**src/scwr_pkg.sv**
```systemverilog
package scwr_pkg;

    // ------------------------------------------------------------------
    // Register offsets and bus widths
    // ------------------------------------------------------------------
    localparam int REG_ADDR_W = 8;
    localparam int REG_DATA_W = 16;
    localparam logic [7:0] OFF_REFRESH_BASE = 8'hE0;
    localparam logic [7:0] OFF_REFRESH_INTERVAL = 8'hE2;
    localparam logic [7:0] OFF_REFRESH_ENABLE = 8'hE4;
    localparam logic [7:0] OFF_WATCHDOG = 8'hE6;
    localparam logic [7:0] OFF_SYSTEM_CFG = 8'hF0;
    localparam logic [7:0] OFF_AUX_CFG = 8'hF2;

    // ------------------------------------------------------------------
    // Reset values and writable masks
    // ------------------------------------------------------------------
    localparam logic [15:0] AUX_RESET = 16'h0000;
    localparam logic [15:0] SYS_RESET = 16'h0000;
    localparam logic [15:0] WDT_RESET = 16'hC080;
    localparam logic [15:0] AUX_WRITE_MASK = 16'h007F;
    localparam logic [15:0] SYS_WRITE_MASK = 16'hFF07;
    localparam logic [15:0] WDT_WRITE_MASK = 16'hF0FF;
    localparam logic [15:0] ZERO_WORD = 16'h0000;

    // ------------------------------------------------------------------
    // Field positions
    // ------------------------------------------------------------------
    localparam int AUX_PORT1_RX_BIT = 6;
    localparam int AUX_PORT1_TX_BIT = 5;
    localparam int AUX_PORT0_RX_BIT = 4;
    localparam int AUX_PORT0_TX_BIT = 3;
    localparam int AUX_LOW_NARROW_BIT = 2;
    localparam int AUX_MID_NARROW_BIT = 1;
    localparam int AUX_IO_NARROW_BIT = 0;
    localparam int SYS_POWER_SAVE_BIT = 15;
    localparam int SYS_MID_WHOLE_BIT = 14;
    localparam int SYS_STROBE_MODE_BIT = 13;
    localparam int SYS_DEMOD_BIT = 12;
    localparam int SYS_CLKB_FREQ_BIT = 11;
    localparam int SYS_CLKB_LOW_BIT = 10;
    localparam int SYS_CLKA_FREQ_BIT = 9;
    localparam int SYS_CLKA_LOW_BIT = 8;
    localparam int SYS_DIV_MSB = 2;
    localparam int SYS_DIV_LSB = 0;
    localparam int WDT_ON_BIT = 15;
    localparam int WDT_RESET_SEL_BIT = 14;
    localparam int WDT_TIMEOUT_BIT = 13;
    localparam int WDT_NMI_BIT = 12;
    localparam int WDT_COUNT_MSB = 7;
    localparam int WDT_COUNT_LSB = 0;
    localparam int REFRESH_ON_BIT = 15;
    localparam int REFRESH_BASE_LSB = 9;

    // ------------------------------------------------------------------
    // Counter widths and watchdog exponents
    // ------------------------------------------------------------------
    localparam int DIV_W = 7;
    localparam int REFRESH_W = 9;
    localparam int REFRESH_BASE_W = 7;
    localparam int REFRESH_ROW_W = 13;
    localparam int WDT_TIMER_W = 27;
    localparam int WDT_EXP_BIT0 = 10;
    localparam int WDT_EXP_OFFSET = 19;

endpackage

```
**src/scwr_regs.sv**
```systemverilog
`timescale 1ns/100ps
module scwr_regs (
    input wire logic sys_clk,
    input wire logic rst_b,
    input wire logic regWrite,
    input wire logic regRead,
    input wire logic [scwr_pkg::REG_ADDR_W-1:0] regOffset,
    input wire logic [scwr_pkg::REG_DATA_W-1:0] regWriteData,
    output logic [scwr_pkg::REG_DATA_W-1:0] regReadData,
    input wire logic hwInterrupt,
    input wire logic peripheralIsMemory,
    output logic port1_rx_flow_select,
    output logic port1_tx_flow_select,
    output logic port0_rx_flow_select,
    output logic port0_tx_flow_select,
    output logic low_region_narrow,
    output logic mid_region_narrow,
    output logic periphRegionNarrow,
    output logic io_space_narrow,
    output logic power_save_on,
    output logic internalClockEnable,
    output logic mid_select_whole_range,
    output logic strobe_mode_select,
    output logic demodulator_on,
    output logic clockOutA,
    output logic clockOutB,
    output logic watchdogNmi,
    output logic watchdogReset,
    output logic middleSelect3IsRefresh,
    output logic refreshRequest,
    output logic [19:0] refreshAddress
);
    import scwr_pkg::*;

    // ------------------------------------------------------------------
    // State
    // ------------------------------------------------------------------
    typedef struct packed {
        logic [15:0] auxCfg;
        logic [15:0] sysCfg;
        logic [15:0] wdtCtl;
        logic refreshOn;
        logic [REFRESH_W-1:0] refreshCount;
        logic [REFRESH_W-1:0] refreshInterval;
        logic [REFRESH_BASE_W-1:0] refreshBase;
        logic [REFRESH_ROW_W-1:0] refreshRow;
        logic [DIV_W-1:0] divCount;
        logic intClkEn;
        logic [WDT_TIMER_W-1:0] wdtTimer;
        logic wdtNmi;
        logic wdtReset;
        logic refreshReq;
        logic periphNarrow;
        logic clkA;
        logic clkB;
        logic [15:0] readData;
    } scwr_state_t;

    scwr_state_t st;
    scwr_state_t next_st;
    logic wdtExpire;
    logic [WDT_TIMER_W-1:0] wdtLimit;
    logic [DIV_W-1:0] divMask;
    logic writeAux;
    logic writeSys;
    logic writeWdt;

    // ------------------------------------------------------------------
    // Decode helpers
    // ------------------------------------------------------------------

    // Terminal count of the watchdog: the lowest set count bit picks the exponent.
    function automatic logic [WDT_TIMER_W-1:0] wdt_limit(input logic [7:0] cnt);
        logic [WDT_TIMER_W-1:0] lim;
        lim = '0;
        for (int k = 7; k >= 0; k--) begin
            if (cnt[k]) begin
                if (k == 0) begin
                    lim = WDT_TIMER_W'((28'h0000001 << WDT_EXP_BIT0) - 28'h0000001);
                end else begin
                    lim = WDT_TIMER_W'((28'h0000001 << (WDT_EXP_OFFSET + k)) - 28'h0000001);
                end
            end
        end
        return lim;
    endfunction

    // Divider mask: all ones in the low F bits while power-save is on, else none.
    always_comb begin
        if (st.sysCfg[SYS_POWER_SAVE_BIT]) begin
            divMask = DIV_W'((8'h01 << st.sysCfg[SYS_DIV_MSB:SYS_DIV_LSB]) - 8'h01);
        end else begin
            divMask = '0;
        end
    end

    assign writeAux = regWrite && (regOffset == OFF_AUX_CFG);
    assign writeSys = regWrite && (regOffset == OFF_SYSTEM_CFG);
    assign writeWdt = regWrite && (regOffset == OFF_WATCHDOG);
    assign wdtLimit = wdt_limit(st.wdtCtl[WDT_COUNT_MSB:WDT_COUNT_LSB]);
    // An all-zero count field has no valid period, so it never expires.
    assign wdtExpire = st.wdtCtl[WDT_ON_BIT] && st.intClkEn && !writeWdt &&
                       (st.wdtCtl[WDT_COUNT_MSB:WDT_COUNT_LSB] != 8'h00) &&
                       (st.wdtTimer == wdtLimit);

    // ------------------------------------------------------------------
    // Next-state logic
    // ------------------------------------------------------------------

    // Register writes are applied first, then hardware events, so an event
    // landing in the same cycle as a software clear is kept, except a watchdog expiry, which a same-cycle watchdog write blocks.
    always_comb begin
        next_st = st;
        next_st.wdtNmi = 1'b0;
        next_st.wdtReset = 1'b0;
        next_st.refreshReq = 1'b0;

        // Software writes.
        if (writeAux) begin
            next_st.auxCfg = regWriteData & AUX_WRITE_MASK;
        end
        if (writeSys) begin
            next_st.sysCfg = regWriteData & SYS_WRITE_MASK;
        end
        if (writeWdt) begin
            next_st.wdtCtl = regWriteData & WDT_WRITE_MASK;
            next_st.wdtTimer = '0;
        end
        if (regWrite && regOffset == OFF_REFRESH_ENABLE) begin
            next_st.refreshOn = regWriteData[REFRESH_ON_BIT];
        end
        if (regWrite && regOffset == OFF_REFRESH_INTERVAL) begin
            next_st.refreshInterval = regWriteData[REFRESH_W-1:0];
        end
        if (regWrite && regOffset == OFF_REFRESH_BASE) begin
            next_st.refreshBase = regWriteData[15:REFRESH_BASE_LSB];
        end

        // A hardware interrupt drops power-save even against a same-cycle write.
        if (hwInterrupt) begin
            next_st.sysCfg[SYS_POWER_SAVE_BIT] = 1'b0;
        end

        // Clock divider produces the internal clock enable.
        next_st.divCount = st.divCount + DIV_W'(1);
        next_st.intClkEn = ((st.divCount & divMask) == divMask);
        next_st.periphNarrow = st.auxCfg[AUX_MID_NARROW_BIT] && peripheralIsMemory;

        // Clock outputs: fast toggles each cycle, slow on each internal enable.
        if (st.sysCfg[SYS_CLKA_LOW_BIT]) begin
            next_st.clkA = 1'b0;
        end else if (st.sysCfg[SYS_CLKA_FREQ_BIT] || st.intClkEn) begin
            next_st.clkA = ~st.clkA;
        end
        if (st.sysCfg[SYS_CLKB_LOW_BIT]) begin
            next_st.clkB = 1'b0;
        end else if (st.sysCfg[SYS_CLKB_FREQ_BIT] || st.intClkEn) begin
            next_st.clkB = ~st.clkB;
        end

        // Watchdog timer.
        if (!st.wdtCtl[WDT_ON_BIT]) begin
            next_st.wdtTimer = '0;
        end else if (wdtExpire) begin
            next_st.wdtTimer = '0;
            next_st.wdtCtl[WDT_TIMEOUT_BIT] = 1'b1;
            if (st.wdtCtl[WDT_RESET_SEL_BIT] || st.wdtCtl[WDT_NMI_BIT]) begin
                next_st.wdtReset = 1'b1;
            end else begin
                next_st.wdtNmi = 1'b1;
                next_st.wdtCtl[WDT_NMI_BIT] = 1'b1;
            end
        end else if (st.intClkEn && !writeWdt) begin
            next_st.wdtTimer = st.wdtTimer + WDT_TIMER_W'(1);
        end

        // Refresh counter; the row address survives a disable.
        if (!st.refreshOn) begin
            next_st.refreshCount = '0;
        end else if (st.intClkEn) begin
            if (st.refreshCount == st.refreshInterval) begin
                next_st.refreshCount = '0;
                next_st.refreshReq = 1'b1;
                next_st.refreshRow = st.refreshRow + REFRESH_ROW_W'(1);
            end else begin
                next_st.refreshCount = st.refreshCount + REFRESH_W'(1);
            end
        end

        // Read data is captured one cycle after the read strobe.
        if (regRead) begin
            case (regOffset)
                OFF_AUX_CFG: next_st.readData = st.auxCfg;
                OFF_SYSTEM_CFG: next_st.readData = st.sysCfg;
                OFF_WATCHDOG: next_st.readData = st.wdtCtl;
                OFF_REFRESH_ENABLE: next_st.readData = {st.refreshOn, 6'h00, st.refreshCount};
                OFF_REFRESH_INTERVAL: next_st.readData = {7'h00, st.refreshInterval};
                OFF_REFRESH_BASE: next_st.readData = {st.refreshBase, 9'h000};
                default: next_st.readData = ZERO_WORD;
            endcase
        end
    end

    // ------------------------------------------------------------------
    // State register
    // ------------------------------------------------------------------

    // The refresh interval has no defined reset value; zero is chosen so
    // simulation never sees an unknown.
    always_ff @(posedge sys_clk or negedge rst_b) begin
        if (!rst_b) begin
            st <= '0;
            st.auxCfg <= AUX_RESET;
            st.sysCfg <= SYS_RESET;
            st.wdtCtl <= WDT_RESET;
        end else begin
            st <= next_st;
        end
    end

    // ------------------------------------------------------------------
    // Outputs, all straight from state flops
    // ------------------------------------------------------------------
    assign regReadData = st.readData;
    assign port1_rx_flow_select = st.auxCfg[AUX_PORT1_RX_BIT];
    assign port0_rx_flow_select = st.auxCfg[AUX_PORT0_RX_BIT];
    assign port1_tx_flow_select = st.auxCfg[AUX_PORT1_TX_BIT];
    assign port0_tx_flow_select = st.auxCfg[AUX_PORT0_TX_BIT];
    assign low_region_narrow = st.auxCfg[AUX_LOW_NARROW_BIT];
    assign mid_region_narrow = st.auxCfg[AUX_MID_NARROW_BIT];
    assign periphRegionNarrow = st.periphNarrow;
    assign io_space_narrow = st.auxCfg[AUX_IO_NARROW_BIT];
    assign power_save_on = st.sysCfg[SYS_POWER_SAVE_BIT];
    assign internalClockEnable = st.intClkEn;
    assign mid_select_whole_range = st.sysCfg[SYS_MID_WHOLE_BIT];
    assign strobe_mode_select = st.sysCfg[SYS_STROBE_MODE_BIT];
    assign demodulator_on = st.sysCfg[SYS_DEMOD_BIT];
    assign clockOutA = st.clkA;
    assign clockOutB = st.clkB;
    assign watchdogNmi = st.wdtNmi;
    assign watchdogReset = st.wdtReset;
    assign middleSelect3IsRefresh = st.refreshOn;
    assign refreshRequest = st.refreshReq;
    assign refreshAddress = {st.refreshBase, st.refreshRow};
endmodule

```
**config.mk**
```make
export PLATFORM = sky130hd
export DESIGN_NAME = scwr_regs
export DESIGN_NICKNAME = d
export VERILOG_FILES = /design/src/scwr_pkg.sv /design/src/scwr_regs.sv
export SDC_FILE = /design/constraint.sdc
export NUM_CORES = 1
export LEC_CHECK = 0
export ABC_AREA = 1
export ABC_CLOCK_PERIOD_IN_PS = 3600
export BUFFER_PORTS_ARGS = -buffer_cell sky130_fd_sc_hd__buf_2
export CORE_MARGIN = 3
export CORE_UTILIZATION = 25
export CTS_CLUSTER_SIZE = 12
export DETAILED_ROUTE_END_ITERATION = 10
export SLEW_MARGIN = 20
export SYNTH_ARGS = -nofsm -noshare
export SYNTH_HDL_FRONTEND = slang
export SYNTH_SLANG_ARGS = --single-unit
```
**constraint.sdc**
```tcl
create_clock -name sys_clk -period 3.6 [get_ports sys_clk]
set_input_delay 0.36 -clock sys_clk [delete_from_list [all_inputs] [get_ports sys_clk]]
set_output_delay 0.36 -clock sys_clk [all_outputs]
set_load 0.01 [all_outputs]
```
; ---- Word-level counts from Yosys, hierarchy flattened
; Index checks and enable logic that the tools add are counted.
[word_totals]
register_bits = 126
input_bits = 30
out_inout_bits = 55
wordCells = 95
[classes]
addsub = 5
eq_ne = 11
shift = 1
mux = 34
bitwise_logic = 3
n_reduce_logical = 21
[op_table]
columns = cell, count
row1 = $mux W27, 9
row2 = $pmux W16 S6, 1
row3 = $mux W26, 3
row4 = $eq A8 B8 Y1 const B, 6
row5 = $add A27 B1 Y27 const B, 1
row6 = $eq A27 B27 Y1, 1
row7 = $mux W9, 3
row8 = $mux W16, 1
row9 = $mux W14, 1
row10 = $add A13 B1 Y13 const B, 1
row11 = $logic_and A1 B1 Y1, 12
row12 = $mux W1, 11
row13 = $add A9 B1 Y9 const B, 1
row14 = $eq A9 B9 Y1, 1
row15 = $mux W2, 4
row16 = $reduce_bool A8 Y1, 1
row17 = $add A7 B1 Y7 const B, 1
row18 = $and A7 B7 Y7, 1
row19 = $eq A7 B7 Y1, 1
row20 = $mux W7, 1
row21 = $shl A1 B3 Y7 const A, 1
row22 = $sub A7 B1 Y7 const B, 1
row23 = $reduce_bool A2 Y1, 3
row24 = $ne A4 B1 Y1 const B, 1
row25 = 5 further kinds, 8

; ---- Depth between registers and ports, before layout
[depth]
depth_word = 12
depth_mapped = 13
mapped_depth_nobuf = 12

; ---- Worst setup path after synthesis
; OpenSTA, ideal clock, no wires.
[synth_timing]
kind = flip-flop to flip-flop
from = register st[103] in the netlist's numbering
to = register st[40] in the netlist's numbering
setup_ns = 0.118
arrival_ns = 1.472
required_ns = 3.482
setup_slack_ns = 2.011
stages_incl_launch_ff = 13
n_path_buf = 1
period_less_slack_ns = 1.589
cell_sequence = dfstp_2 > nor2_1 > nand2_1 > inv_2 > nand2_1 > nand3_1 > nand2_1 > nand2_1 > nor2_1 > nand2_2 > buf_6 > nand3b_1 > nand2_1
[synth_via]
elab_chain_cells = 12
elab_cells_between_ends = 15
cone_classes = 2 x eq/ne / 10 x mux / 3 x reduce/logical
[synth_rtl]
columns = element, line_no
row1 = "start, declared", scwr_regs.sv:59  ; scwr_state_t st;
row2 = "start signal, assigned", scwr_regs.sv:217  ; st <= next_st;
row3 = $mux W26 (3 in a row), scwr_regs.sv:77  ; if (cnt[k]) begin
row4 = $mux W27 (5 in a row), scwr_regs.sv:77
row5 = $eq A27 B27 Y1, scwr_regs.sv:104  ; (st.wdtTimer == wdtLimit);
row6 = $logic_and A1 B1 Y1 (*), scwr_regs.sv:103  ; (st.wdtCtl[WDT_COUNT_MSB:WDT_COUNT_LSB] != 8'h00) &&
row7 = $mux W27, scwr_regs.sv:164  ; end else if (wdtExpire) begin
row8 = $mux W27, scwr_regs.sv:162  ; if (!st.wdtCtl[WDT_ON_BIT]) begin
; Mark *: on every way between the ends. The rest lies on a longest branch, timed or not.
; A chain may end at the register's enable or synchronous reset.

; ---- Worst setup path after layout
[layout_timing]
from = register st[96] in the netlist's numbering
to = register st[44] in the netlist's numbering
[layout_via]
elab_chain_cells = 5
elab_cells_between_ends = 8
cone_classes = 2 x eq/ne / 3 x mux / 3 x reduce/logical
[layout_rtl]
columns = element, line_no
row1 = $mux W27 / $reduce_bool A8 Y1 (equally long branches), "scwr_regs.sv:77, scwr_regs.sv:103"
row2 = $eq A27 B27 Y1 / $logic_and A1 B1 Y1 (equally long branches), "scwr_regs.sv:104, scwr_regs.sv:102"
row3 = $logic_and A1 B1 Y1 (*), scwr_regs.sv:103
row4 = $mux W27, scwr_regs.sv:164
row5 = $mux W27, scwr_regs.sv:162
; Marked as above.

==> impl_table.tex <==
\begin{tabular}{lr}
\hline
Metric & Value \\
\hline
\multicolumn{2}{l}{\textbf{Status}} \\
Run status & finished with violations \\
Failing checks & negative hold slack \\
\multicolumn{2}{l}{\textbf{Power and ir drop}} \\
Reg power frac & 0.415 \\
Switching share of total power & 0.297 \\
Proportion of power drawn by the clock network & 0.479 \\
Power per standard cell area & 472 nW/um\^{}2 \\
Leakage & 4.00 nW \\
Pwr Total & 3.86 mW \\
Portion of total power attributed to combinational logic & 0.106 \\
Largest voltage drop on the vdd net & 329 uV \\
Total internal power & 2.71 mW \\
Power spent charging and discharging nets & 1.15 mW \\
\multicolumn{2}{l}{\textbf{STA}} \\
Number of max-slew violations in the final report & 0 \\
Min Hold Slack & -18.5 ps \\
Achievable frequency & 473 MHz \\
Number of hold-slack violations in the final timing report & 9 \\
Summed negative setup slack over all endpoints & 0 ps \\
Shortest period the worst path allows & 2110 ps \\
Part of the cycle the worst path needs & 0.587 \\
Number of setup violations in the final report & 0 \\
Clock tree skew after final layout & 12.5 ps \\
Relative slew margins & 0.436 \\
Unrepaired setup endpoints after global routing & false \\
Actual transition at the worst max-transition pin & 842 ps \\
\multicolumn{2}{l}{\textbf{Critical path}} \\
Crit start category & register \\
Req. time, crit path & 3900 ps \\
Largest fanout of any net on the critical path & 17 \\
Endpoint arrival time on the critical path & 2420 ps \\
Element type at the critical path end & register \\
Type of the worst setup path & reg2reg \\
\multicolumn{2}{l}{\textbf{Route}} \\
TritonRoute pass-1 iters & 5 \\
Remaining DRCs & 0 \\
Final Routed Wirelength & 18,600 um \\
Final antenna-violating net count & 0 \\
Wire per inst & 13.9 um \\
Iteration-0 DRC count of the detailed router & 399 \\
Total via count after detailed routing & 5,944 \\
Ratio of routed vias to standard cells & 4.42 \\
\multicolumn{2}{l}{\textbf{Yosys}} \\
Number of flops mapped to enable cells by yosys & 0 \\
Mux cell area share after synthesis & 0.0161 \\
Compound-gate portion of the synthesized area & 0.0924 \\
Cell taking the most area after synthesis & sky130\_fd\_sc\_hd\_\_dfrtp\_1 \\
Largest cells by area after synthesis & sky130\_fd\_sc\_hd\_\_dfrtp\_1 (44\%), sky130\_fd\_sc\_hd\_\_nand2\_1 (14\%), sky130\_fd\_sc\_hd\_\_inv\_1 (5.8\%) \\
Count of distinct cell types in the synthesized netlist & 40 \\
Simple logic cell fraction of the synthesized area & 0.273 \\
Top flip-flop cell by instance count after synthesis & sky130\_fd\_sc\_hd\_\_dfrtp\_1 \\
Net count of the mapped netlist & 938 \\
Synthesized netlist cell count & 904 \\
Sequential fraction of the synthesis area & 0.451 \\
Netlist area before placement & 7000 um\^{}2 \\
Post-synthesis async set-or-reset flop share & 1.00 \\
Largest family of logic cells by synthesized area & simple AND/OR/NAND/NOR gates \\
Share of the synthesized area in the top cell type & 0.439 \\
Avg Cell Area, Syn & 7.75 um\^{}2 \\
FF+latch count, synth & 126 \\
Number of warnings printed during yosys synthesis & 0 \\
Xor/xnor share of the synthesized area & 0.0488 \\
Fraction of the mapped netlist area in adder cells & 0.00715 \\
\multicolumn{2}{l}{\textbf{Clocking}} \\
Post-CTS setup buffer count & 0 \\
Root buf cell & sky130\_fd\_sc\_hd\_\_clkbuf\_16 \\
Clock buffer depth & 2 \\
Clock H-tree levels & 4 \\
Sink Count & 126 \\
Count of hold buffers inserted by post-cts repair & 0 \\
Latest clock arrival within the worst-skew pair & 420 ps \\
Post-CTS resize count & 0 \\
Register clock-pin slew on the reported worst setup and hold paths & 70 ps \\
TritonCTS clock tree & done \\
Num CTS Buffers & 17 \\
\multicolumn{2}{l}{\textbf{Layout}} \\
Commonest non-fill, non-tap cell in the layout & sky130\_fd\_sc\_hd\_\_nand2\_1 \\
Final non-filler cell total & 1,344 \\
Fraction of layout cells with a size suffix above 1 & 0.160 \\
Commonest non-fill, non-tap cells in the layout & sky130\_fd\_sc\_hd\_\_nand2\_1 (260), sky130\_fd\_sc\_hd\_\_dfrtp\_1 (123), sky130\_fd\_sc\_hd\_\_inv\_1 (109), sky130\_fd\_sc\_hd\_\_buf\_2 (83), sky130\_fd\_sc\_hd\_\_nor2\_1 (70) \\
Synth-to-layout area growth & 16.9\% \\
Fin nets & 993 \\
Post-layout util & 0.300 \\
N\_diodes & 0 \\
Final instance area & 8190 um\^{}2 \\
\multicolumn{2}{l}{\textbf{Floorplan}} \\
Vert. Die Dim & 173 um \\
Area of the core region & 27,300 um\^{}2 \\
Io pins & 85 \\
Horiz. Die Dim & 173 um \\
Die Area & 30,100 um\^{}2 \\
Initial Util & 0.257 \\
Number of standard-cell rows in the floorplan & 60 \\
\multicolumn{2}{l}{\textbf{GRT}} \\
Via count of the first global-routing pass & 6,018 \\
Maximum number of pins on one net before global-route repair & 85 \\
Global route total overflow & 0 \\
Initial antenna violation count & 0 \\
First-pass GRT wire length & 31,200 um \\
Global router's overall resource usage & 0.126 \\
\multicolumn{2}{l}{\textbf{Place}} \\
Routability cong. & 0.925 \\
Instance count after placement with tap cells included & 1,312 \\
Dpl cell area & 7570 um\^{}2 \\
Port Buf Inserts & 84 \\
Total half-perimeter wirelength after legalization and detailed placement & 13,800 um \\
\multicolumn{2}{l}{\textbf{Job}} \\
Max Cap Viol & 0 \\
\multicolumn{2}{l}{\textbf{Worst hold path}} \\
Class of the tightest hold or removal check & in2async \\
\hline
\end{tabular}
## state kept, by name, summed over array words and instances, names as in the netlist
register,flops
st,71
refreshAddress,20
regReadData,16
clockOutA,1
clockOutB,1
demodulator_on,1
internalClockEnable,1
io_space_narrow,1
low_region_narrow,1
mid_region_narrow,1
mid_select_whole_range,1
middleSelect3IsRefresh,1
periphRegionNarrow,1
port0_rx_flow_select,1
port0_tx_flow_select,1
port1_rx_flow_select,1
port1_tx_flow_select,1
power_save_on,1
refreshRequest,1
strobe_mode_select,1
watchdogNmi,1
watchdogReset,1
## cells in the mapped netlist (2+ instances only)
master                      instances
sky130_fd_sc_hd__a21oi_1           14
sky130_fd_sc_hd__a22o_1             2
sky130_fd_sc_hd__and2_1             2
sky130_fd_sc_hd__buf_2              7
sky130_fd_sc_hd__buf_4             38
sky130_fd_sc_hd__clkbuf_1           5
sky130_fd_sc_hd__clkinv_1           3
sky130_fd_sc_hd__dfrtp_1          123
sky130_fd_sc_hd__dfstp_2            3
sky130_fd_sc_hd__ha_1               4
sky130_fd_sc_hd__inv_1            109
sky130_fd_sc_hd__inv_2              4
sky130_fd_sc_hd__mux2_2            10
sky130_fd_sc_hd__nand2_1          260
sky130_fd_sc_hd__nand2_2            4
sky130_fd_sc_hd__nand3_1           55
sky130_fd_sc_hd__nand3_2            3
sky130_fd_sc_hd__nand3b_1           8
sky130_fd_sc_hd__nand4_1           13
sky130_fd_sc_hd__nor2_1            70
sky130_fd_sc_hd__nor2_2             5
sky130_fd_sc_hd__nor2_4             3
sky130_fd_sc_hd__nor3_1            12
sky130_fd_sc_hd__nor3_2             3
sky130_fd_sc_hd__nor4_1             3
sky130_fd_sc_hd__o2111ai_1          4
sky130_fd_sc_hd__o211ai_1           3
sky130_fd_sc_hd__o21ai_0           67
sky130_fd_sc_hd__o21ai_1            3
sky130_fd_sc_hd__o22ai_1           17
sky130_fd_sc_hd__xnor2_1            5
sky130_fd_sc_hd__xor2_1            34
## power by group through the flow
stage | logic [mW] | registers [mW] | clock network (mW)
detailed placement | 0.420 | 1.62 | 0
finish | 0.409 | 1.60 | 1.85
CTS | 0.418 | 1.60 | 1.88
floorplan | 0.288 | 1.60 | 0
global placement | 0.411 | 1.62 | 0
global route | 0.466 | 1.62 | 1.95
## cell type report
class                           count  area, um^2
Clock buffer                       17         425
Clock inverter                     15         193
Fill cell                        2923       19100
Inverter                          116         435
Multi-Input combinational cell    611        3060
Sequential cell                   126        3160
Tap cell                          372         465
Timing Repair Buffer               87         449
## worst paths after layout
check,from,depth (start not counted),slack [ps],end
setup / recovery,st[96],12,1490,st[44]
hold / removal,rst_b,1,-20,regReadData[9]
setup reg to reg,st[96],12,1490,st[44]
hold reg to reg,regReadData[12],2,470,regReadData[12]
max in group asynchronous,rst_b,2,2790,st[91]
min in group sys_clk,hwInterrupt,2,100,power_save_on
## metal layers
layer  part of all wire  GRT usage  wire length (um)
met5                  0          0                 0
met4              0.012     0.0348               227
met3              0.051     0.0278               950
met2               0.46      0.205              8480
met1               0.48      0.170              8970
## kinds of logic (layout without fill, tap and decap cells)
group | Yosys count | in the layout
DFF | 126 | 126
and+or+nand+nor | 443 | 443
adders and majority gates | 4 | 4
muxes | 10 | 10
AOI/OAI and AO/OA | 115 | 115
xor gates and xnor gates | 39 | 39
buffers and inverters | 167 | 235
## worst max-delay path, cell delays in order, from the launching register on
cell and delay, ps:
sky130_fd_sc_hd__dfrtp_1 390, sky130_fd_sc_hd__inv_2 150, sky130_fd_sc_hd__nand2_2 100, sky130_fd_sc_hd__nor2_4 200
sky130_fd_sc_hd__nand2_1 130, sky130_fd_sc_hd__nand2_2 80, sky130_fd_sc_hd__nand2_1 60, sky130_fd_sc_hd__nor2_1 110
sky130_fd_sc_hd__nand2_1 80, sky130_fd_sc_hd__nor2_2 90, sky130_fd_sc_hd__nand2_2 220, sky130_fd_sc_hd__nand2_1 300
sky130_fd_sc_hd__nor2_1 80
## per-stage QoR
step / hold WS (ps) / worst slack (ps)
3_3_place_gp: 452 / 1170
2_1_floorplan: 64.4 / 2010
5_1_grt: 47.8 / 1300
6_report: -18.5 / 1490
3_5_place_dp: 456 / 1090
4_1_cts: 21.1 / 1470
Power figures use the tool's default switching activity.
